$ cat config.mk
export PLATFORM = sky130hd
export DESIGN_NAME = sonet_channel_error_alarm_regs
export DESIGN_NICKNAME = d
export VERILOG_FILES = /design/src/sonet_chan_pkg.sv /design/src/inject_if.sv /design/src/tx_error_injector.sv /design/src/sonet_channel_error_alarm_regs.sv
export SDC_FILE = /design/constraint.sdc
export NUM_CORES = 1
export LEC_CHECK = 0
export BUFFER_PORTS_ARGS = -buffer_cell sky130_fd_sc_hd__clkbuf_2
export CORE_MARGIN = 8
export CORE_UTILIZATION = 57
export DETAILED_ROUTE_END_ITERATION = 12
export PLACE_DENSITY_LB_ADDON = 0.25
export SLEW_MARGIN = 20
export SYNTH_ARGS = -nofsm -noshare
export SYNTH_HDL_FRONTEND = slang
export SYNTH_HIERARCHICAL = 1
export SYNTH_SLANG_ARGS = --single-unit
$ cat constraint.sdc
create_clock -name clk -period 3.4 [get_ports clk]
set_clock_uncertainty 0.05 [all_clocks]
set_input_delay 0.68 -clock clk [delete_from_list [all_inputs] [get_ports clk]]
set_output_delay 0.68 -clock clk [all_outputs]
set_load 0.05 [all_outputs]
$ cat src/sonet_chan_pkg.sv
// Constants, types and decoding shared by the channel register bank and its error injector.
package sonet_chan_pkg;

   // -----------------------------------------------------------------
   // Widths
   // -----------------------------------------------------------------
   localparam int ADDR_W   = 18;
   localparam int DATA_W   = 8;
   localparam int CNT_W    = 8;   // Frame count width.
   localparam int FILL_W   = 8;   // Aligner FIFO fill level width.
   localparam int ES_AW    = 8;   // Elastic store address width.
   localparam int STS_N    = 12;  // STS-1 slots per channel.

   // -----------------------------------------------------------------
   // Register offsets
   // -----------------------------------------------------------------
   localparam logic [ADDR_W-1:0] ERR_CTRL_OFS   = 18'h30023;
   localparam logic [ADDR_W-1:0] CONCAT_HI_OFS  = 18'h30024;
   localparam logic [ADDR_W-1:0] CONCAT_LO_OFS  = 18'h30025;
   localparam logic [ADDR_W-1:0] SUMMARY_OFS    = 18'h30026;
   localparam logic [ADDR_W-1:0] SUMMARY_EN_OFS = 18'h30027;
   localparam logic [ADDR_W-1:0] FLAGS_OFS      = 18'h30028;
   localparam logic [ADDR_W-1:0] FLAGS_EN_OFS   = 18'h30029;
   localparam logic [ADDR_W-1:0] AIS_HI_OFS     = 18'h3002A;
   localparam logic [ADDR_W-1:0] AIS_LO_OFS     = 18'h3002B;
   localparam logic [ADDR_W-1:0] AIS_EN_HI_OFS  = 18'h3002C;
   localparam logic [ADDR_W-1:0] AIS_EN_LO_OFS  = 18'h3002D;

   // -----------------------------------------------------------------
   // Field positions and reset values
   // -----------------------------------------------------------------
   localparam int A1A2_CMD_BIT = 0;
   localparam int B1_CMD_BIT   = 1;
   localparam int B1_DIS_BIT   = 2;
   localparam int A1A2_DIS_BIT = 3;
   localparam int SUM_CHAN_BIT = 0;
   localparam int SUM_AIS_BIT  = 1;
   localparam int SUM_ES_BIT   = 2;
   localparam int FIFO_THR_BIT = 0;
   localparam logic [DATA_W-1:0] REG_RESET = 8'h00;
   localparam logic [ES_AW-1:0]  ES_NEAR   = 8'h01;  // Within one byte.

   // -----------------------------------------------------------------
   // Types
   // -----------------------------------------------------------------
   typedef enum logic [2:0] {
      B1_IDLE   = 3'b001,
      B1_PEND   = 3'b010,
      B1_ACTIVE = 3'b100
   } b1_state_type;

   // -----------------------------------------------------------------
   // Per-STS byte packing of a 12-bit STS vector (index is STS number - 1).
   // -----------------------------------------------------------------
   function automatic logic [DATA_W-1:0] sts_hi_byte(input logic [STS_N-1:0] sts);
      sts_hi_byte = {4'h0, sts[11], sts[8], sts[5], sts[2]};
   endfunction

   function automatic logic [DATA_W-1:0] sts_lo_byte(input logic [STS_N-1:0] sts);
      sts_lo_byte = {sts[10], sts[7], sts[4], sts[1], sts[9], sts[6], sts[3], sts[0]};
   endfunction

endpackage

$ cat src/inject_if.sv
// Command and result signals between the register bank and the transmit error injector.
interface inject_if;
   import sonet_chan_pkg::*;
   logic              a1a2_cmd;
   logic              b1_cmd;
   logic [CNT_W-1:0]  frame_count;
   logic [DATA_W-1:0] b1_mask;
   logic              a1a2_corrupt;
   logic [DATA_W-1:0] b1_err_mask;

   modport ctrl (output a1a2_cmd, output b1_cmd, output frame_count, output b1_mask,
                 input a1a2_corrupt, input b1_err_mask);
   modport inj  (input a1a2_cmd, input b1_cmd, input frame_count, input b1_mask,
                 output a1a2_corrupt, output b1_err_mask);
endinterface

$ cat src/tx_error_injector.sv
// Edge-triggered A1/A2 and B1 error injection, aligned to transmit frame starts.
module tx_error_injector
   import sonet_chan_pkg::*;
(
   input  wire logic clk,
   input  wire logic rst,
   input  wire logic frame_start,
   inject_if.inj     bus
);

   // -----------------------------------------------------------------
   // State
   // -----------------------------------------------------------------
   typedef struct packed {
      logic              a1a2_cmd_q;
      logic              b1_cmd_q;
      logic [CNT_W-1:0]  remain_q;
      logic              corrupt_q;
      b1_state_type      b1_state_q;
      logic [DATA_W-1:0] b1_mask_q;
      logic [DATA_W-1:0] b1_err_q;
   } inj_state_type;

   inj_state_type q;
   inj_state_type d;
   logic          a1a2_rise;
   logic          b1_rise;

   assign a1a2_rise = bus.a1a2_cmd & ~q.a1a2_cmd_q;
   assign b1_rise   = bus.b1_cmd & ~q.b1_cmd_q;

   // Next state; a held command bit never re-arms, only a fresh edge does.
   always_comb begin
      d            = q;
      d.a1a2_cmd_q = bus.a1a2_cmd;
      d.b1_cmd_q   = bus.b1_cmd;
      if (frame_start) begin
         if (q.remain_q != '0) begin
            d.corrupt_q = 1'b1;
            d.remain_q  = q.remain_q - 8'h01;
         end else begin
            d.corrupt_q = 1'b0;
         end
      end
      if (a1a2_rise) begin
         d.remain_q = bus.frame_count;
      end
      case (q.b1_state_q)
         B1_IDLE: begin
            d.b1_err_q = '0;
         end
         B1_PEND: begin
            if (frame_start) begin
               d.b1_state_q = B1_ACTIVE;
               d.b1_err_q   = q.b1_mask_q;
            end
         end
         B1_ACTIVE: begin
            if (frame_start) begin
               d.b1_state_q = B1_IDLE;
               d.b1_err_q   = '0;
            end
         end
         default: begin
            d.b1_state_q = B1_IDLE;
            d.b1_err_q   = '0;
         end
      endcase
      if (b1_rise) begin
         d.b1_state_q = B1_PEND;
         d.b1_mask_q  = bus.b1_mask;
      end
   end

   // Register the whole state.
   always_ff @(posedge clk or posedge rst) begin
      if (rst) begin
         q <= '{a1a2_cmd_q: 1'b0, b1_cmd_q: 1'b0, remain_q: '0, corrupt_q: 1'b0,
                b1_state_q: B1_IDLE, b1_mask_q: '0, b1_err_q: '0};
      end else begin
         q <= d;
      end
   end

   assign bus.a1a2_corrupt = q.corrupt_q;
   assign bus.b1_err_mask  = q.b1_err_q;
endmodule

$ cat src/sonet_channel_error_alarm_regs.sv
// Per-channel error insertion control, concatenation, alarm and summary register bank.
//
// Strobed register access is this design's own decision.
module sonet_channel_error_alarm_regs
   import sonet_chan_pkg::*;
(
   input  wire logic              clk,
   input  wire logic              rst,
   input  wire logic [ADDR_W-1:0] reg_addr,
   input  wire logic [DATA_W-1:0] reg_wdata,
   input  wire logic              reg_wr,
   input  wire logic              reg_rd,
   output logic      [DATA_W-1:0] reg_rdata,
   input  wire logic              frame_start,
   input  wire logic [CNT_W-1:0]  frame_count,
   input  wire logic [DATA_W-1:0] b1_mask,
   output logic                   a1a2_corrupt,
   output logic      [DATA_W-1:0] b1_err_mask,
   output logic                   a1a2_insert_en,
   output logic                   b1_insert_en,
   input  wire logic [STS_N-1:0]  concat_sts,
   input  wire logic [STS_N-1:0]  ais_sts,
   input  wire logic [ES_AW-1:0]  es_wr_addr,
   input  wire logic [ES_AW-1:0]  es_rd_addr,
   input  wire logic [FILL_W-1:0] fifo_fill,
   input  wire logic [FILL_W-1:0] fifo_min,
   input  wire logic [FILL_W-1:0] fifo_max,
   input  wire logic [5:0]        chan_alarm_evt,
   output logic      [2:0]        global_alarm
);

   // -----------------------------------------------------------------
   // State
   // -----------------------------------------------------------------
   typedef struct packed {
      logic [3:0]        ctrl_q;
      logic [2:0]        sum_en_q;
      logic [6:0]        flags_q;
      logic [6:0]        flags_en_q;
      logic [3:0]        ais_en_hi_q;
      logic [7:0]        ais_en_lo_q;
      logic [3:0]        concat_hi_q;
      logic [7:0]        concat_lo_q;
      logic [3:0]        ais_hi_q;
      logic [7:0]        ais_lo_q;
      logic [2:0]        summary_q;
      logic [2:0]        global_q;
      logic [DATA_W-1:0] rdata_q;
   } regs_state_type;

   regs_state_type q;
   regs_state_type d;
   logic           thr_viol;
   logic           es_near;
   logic [ES_AW-1:0] es_diff;
   logic [6:0]     flag_set;
   logic [DATA_W-1:0] concat_hi_b;
   logic [DATA_W-1:0] concat_lo_b;
   logic [DATA_W-1:0] ais_hi_b;
   logic [DATA_W-1:0] ais_lo_b;

   inject_if inj_bus ();

   // -----------------------------------------------------------------
   // Event detection
   // -----------------------------------------------------------------

   assign thr_viol = (fifo_fill < fifo_min) || (fifo_fill > fifo_max);

   assign es_diff = es_wr_addr - es_rd_addr;
   assign es_near = (es_diff == 8'h00)
                 || (es_diff == ES_NEAR)
                 || (es_diff == 8'h00 - ES_NEAR);

   // Hardware set sources for the channel alarm flags; bit 0 is the threshold check.
   assign flag_set = {chan_alarm_evt, thr_viol};

   // Per-STS packing of the indication inputs into register layout.
   assign concat_hi_b = sts_hi_byte(concat_sts);
   assign concat_lo_b = sts_lo_byte(concat_sts);
   assign ais_hi_b    = sts_hi_byte(ais_sts);
   assign ais_lo_b    = sts_lo_byte(ais_sts);

   // -----------------------------------------------------------------
   // Next state
   // -----------------------------------------------------------------
   // Writes to read-only or unmapped offsets are ignored. Software is trusted to clear a
   // command bit before setting it again, since the injector reacts only to rising edges.
   always_comb begin
      d = q;

      // Register writes.
      if (reg_wr) begin
         case (reg_addr)
            ERR_CTRL_OFS:   d.ctrl_q      = reg_wdata[3:0];
            SUMMARY_EN_OFS: d.sum_en_q    = reg_wdata[2:0];
            FLAGS_EN_OFS:   d.flags_en_q  = reg_wdata[6:0];
            AIS_EN_HI_OFS:  d.ais_en_hi_q = reg_wdata[3:0];
            AIS_EN_LO_OFS:  d.ais_en_lo_q = reg_wdata;
            FLAGS_OFS:      d.flags_q     = q.flags_q & ~reg_wdata[6:0];
            default: begin
               d.ctrl_q = q.ctrl_q;
            end
         endcase
      end

      // sticky set, wins over a clear in the same cycle
      d.flags_q = d.flags_q | flag_set;

      d.concat_hi_q = concat_hi_b[3:0];
      d.concat_lo_q = concat_lo_b;
      d.ais_hi_q    = ais_hi_b[3:0];
      d.ais_lo_q    = ais_lo_b;

      d.summary_q[SUM_CHAN_BIT] = |(q.flags_q & q.flags_en_q);
      d.summary_q[SUM_AIS_BIT]  = (|(q.ais_hi_q & q.ais_en_hi_q)) | (|(q.ais_lo_q & q.ais_en_lo_q));
      d.summary_q[SUM_ES_BIT]   = es_near;

      d.global_q = q.summary_q & q.sum_en_q;

      // read data, zero outside a read and for unmapped offsets
      d.rdata_q = REG_RESET;
      if (reg_rd) begin
         case (reg_addr)
            ERR_CTRL_OFS:   d.rdata_q = {4'h0, q.ctrl_q};
            CONCAT_HI_OFS:  d.rdata_q = {4'h0, q.concat_hi_q};
            CONCAT_LO_OFS:  d.rdata_q = q.concat_lo_q;
            SUMMARY_OFS:    d.rdata_q = {5'h00, q.summary_q};
            SUMMARY_EN_OFS: d.rdata_q = {5'h00, q.sum_en_q};
            FLAGS_OFS:      d.rdata_q = {1'b0, q.flags_q};
            FLAGS_EN_OFS:   d.rdata_q = {1'b0, q.flags_en_q};
            AIS_HI_OFS:     d.rdata_q = {4'h0, q.ais_hi_q};
            AIS_LO_OFS:     d.rdata_q = q.ais_lo_q;
            AIS_EN_HI_OFS:  d.rdata_q = {4'h0, q.ais_en_hi_q};
            AIS_EN_LO_OFS:  d.rdata_q = q.ais_en_lo_q;
            default: begin
               d.rdata_q = REG_RESET;
            end
         endcase
      end
   end

   // -----------------------------------------------------------------
   // State register
   // -----------------------------------------------------------------
   // everything clears to zero
   always_ff @(posedge clk or posedge rst) begin
      if (rst) begin
         q <= '0;
      end else begin
         q <= d;
      end
   end

   // -----------------------------------------------------------------
   // Transmit injection and insertion control
   // -----------------------------------------------------------------
   assign inj_bus.a1a2_cmd    = q.ctrl_q[A1A2_CMD_BIT];
   assign inj_bus.b1_cmd      = q.ctrl_q[B1_CMD_BIT];
   assign inj_bus.frame_count = frame_count;
   assign inj_bus.b1_mask     = b1_mask;

   tx_error_injector u_injector (
      .clk         (clk),
      .rst         (rst),
      .frame_start (frame_start),
      .bus         (inj_bus.inj)
   );

   assign a1a2_corrupt = inj_bus.a1a2_corrupt;
   assign b1_err_mask  = inj_bus.b1_err_mask;

   assign b1_insert_en   = ~q.ctrl_q[B1_DIS_BIT];
   assign a1a2_insert_en = ~q.ctrl_q[A1A2_DIS_BIT];

   assign global_alarm = q.global_q;
   assign reg_rdata    = q.rdata_q;
endmodule

==> metrics.yaml <==
run_status:
  status: "finished, final reports clean"
global_route:
  grt_use_total_pct: 20.0
  grt_max_degree: 41
  grt_pass1_vias: 4305
  grt_pass1_wl_um: 20300
  overflow: 0
  antenna_found_initial: 0
sta:
  slew_headroom_pct: 40.1
  period_share_pct: 76.5
  setup_ws_ns: 0.800
  tightest_slew_ns: 0.896
  min_period_ns: 2.60
  finalSetupViolCount: 0
  grt_setup_unrepaired: "no"
  fin_tns_setup_ns: 0
  whs_ns: 0.337
  hold_viol_final: 0
  drv_slew: 0
  fmax_mhz: 385
placement:
  hpwlAfterDp_um: 9900
  place_ws_ns: 0.454
  io_buffer_count: 138
  gp_congestion: 0.913
  postPlaceCellArea_sq_um: 5920
routing:
  wl_per_cell_um: 17.3
  drt-met1-wl_um: 5130
  drc: 0
  ant_nets: 0
  drt_iter0_markers: 272
  wl_met2_um: 6430
  wirelength_um: 12400
  dr_wl_met3_um: 627
  highest_layer: "met4"
  dr.pass1.iters: 5
  dr_total_vias: 4055
  vias_per_cell: 5.65
critical_path:
  crit_chain: "clkbuf_2, inv_1, ha_1, inv_1, fa_1, a211oi_1, o21bai_1, a21oi_1, xnor2_1, or4b_1, mux2i_1"
  max_stage_delay_ns: 0.52
  start_kind: "input pin"
  cp.arrival_ns: 2.84
  worstSetupPathType: "input pin to flip-flop"
  crit_path_top_delay_cell: "or4b_1"
  critPathRequiredTime_ns: 3.64
  worst-path-max-fanout: 5
  end_kind: "flip-flop"
  crit_top_cell: "inv_1"
power_and_ir_drop:
  ir_worst_vdd_uv: 296
  power_density_nw_per_um2: 405
  leakagePower_nw: 3.03
clock_network:
  clk_pin_slew_ns: 0.10
  cts_resized: 0
  cts_made_buffers: 9
  cts_tree: "built"
  postCtsSetupRepairBufs: 0
  holdBufCountCts: 0
  clock-sinks: 101
  clockRootBuffer: "clkbuf_8"
  clock_latency_ns: 0.36
  htree_levels: 3
  clk_path_buf_depth: 2
yosys:
  synthFlopType: "dfrtp_1"
  syn_area_sq_um: 5290
  ys_types: 64
  synth.yosys.warnings: 6
  ys_seq_elements: 101
  ys_seq_area_share_pct: 47.8
  synth_nets: 629
  synth_area_per_cell_sq_um: 10.9
  syn_inst: 486
  synth_edf_count: 0
  ys_async_sr_fraction_pct: 100
final_layout:
  drive_above_1_share_pct: 35.4
  final_area_sq_um: 6110
  antenna_cells: 0
  fin_nets: 745
  area_growth_syn_to_layout_pct: 15.6
floorplanning:
  start_util_pct: 58.0
  die_width_um: 112
  pin_count: 139
  coreArea_sq_um: 9110
  die-area_sq_um: 12600
  num_rows: 35
  fp.dieH_um: 112
flow_run:
  cap_violations: 0
worst_hold_path:
  hold_path.class: "input pin to async pin"
[cells in the mapped netlist, drive strengths merged, types with 12 or more instances]
master,n,area [sq um]
o21ai,17,85.1
ha,25,313
mux2i,12,120
mux2,43,484
a21oi,19,95.1
dfrtp,100,2500
nand2,30,115
buf,29,200
nor2,33,124
inv,34,128
a22oi,12,90.1
[critical path, delay by kind of cell]
| family | cells | cell delay [ns] |
|---|---|---|
| AOI/OAI and AO/OA | 3 | 0.61 |
| xor gates and xnor gates | 1 | 0.10 |
| adders and majority gates | 2 | 0.57 |
| buffers and inverters | 3 | 0.20 |
| muxes | 1 | 0.15 |
| and+or+nand+nor | 1 | 0.52 |
[sequential cells by signal (all words and copies together) (netlist names)]
| signal | cells |
|---|---|
| u_injector/bus.a1a2_corrupt | 1 |
| reg_rdata | 8 |
| u_injector/q | 21 |
| inj_bus.b1_cmd | 1 |
| q | 58 |
| global_alarm | 3 |
| u_injector/bus.b1_err_mask | 8 |
| inj_bus.a1a2_cmd | 1 |
[final timing paths]
kind,slack [ns],to,startpoint,cells after the start
max in group asynchronous,2.28,q[42]$_DFFE_PP0P_,rst,3
setup reg to reg,1.24,u_injector/q[21]$_DFFE_PP0P_,u_injector/q[20]$_DFFE_PP0P_,6
hold / removal,0.34,u_injector/q[11]$_DFFE_PP0P_,rst,2
min in group clk,0.36,q[33]$_DFF_PP0_,concat_sts[10],1
hold reg to reg,0.38,u_injector/q[28]$_DFF_PP0_,inj_bus.b1_cmd$_DFFE_PP0P_,0
setup / recovery,0.80,q[13]$_DFF_PP0_,es_wr_addr[0],11
[cell type report]
cell class,count,area (sq um)
flip-flops and latches,101,2530
fillers,727,3000
clock buffers,10,138
multi-input cells,316,2410
repair buffers,140,718
clock inverters,6,53.8
well taps,111,139
inverters,34,128
[metal layers]
metal / global-route usage [%] / up-vias
met5: 0 / -
met4: 5.49 / 0
met3: 5.26 / 19
met2: 35.5 / 121
met1: 23.3 / 1964
li1: - / 1951
[report_power, final]
group / switching [W] / leakage, nW / internal, W
logic: 0.000225 / 1.64 / 0.000204
registers: 0.0000553 / 1.30 / 0.00126
clock network: 0.000425 / 0.0954 / 0.000299
total: 0.000705 / 3.03 / 0.00177
[through the flow]
step	power (W)	std cells	util [%]
after floorplan	0.00162	486	-
after global placement	0.00174	702	65.0
after detailed placement	0.00177	702	65.0
after CTS	0.00250	718	67.1
after global routing	0.00261	718	67.1
final	0.00247	718	67.1
[cell families (layout without fill, tap and decap cells)]
group	after synthesis	count (layout)	synth area share, %
simple gates	132	132	13.7
flops	101	101	47.8
compound gates	92	92	12.0
buf+inv	69	190	6.63
mux	56	56	11.9
fa+ha+maj	26	26	6.30
xor+xnor	10	10	1.66
[cell usage in the layout, fill, tap and decap left out, types with 12 or more instances in the layout]
| cell type | n |
|---|---|
| ha_1 | 25 |
| mux2_2 | 43 |
| dfrtp_1 | 100 |
| clkbuf_2 | 138 |
| o21ai_0 | 15 |
| a21oi_1 | 19 |
| mux2i_1 | 12 |
| nor2_1 | 33 |
| a22oi_1 | 12 |
| nand2_1 | 29 |
| inv_1 | 32 |
Power figures use the tool's default switching activity.
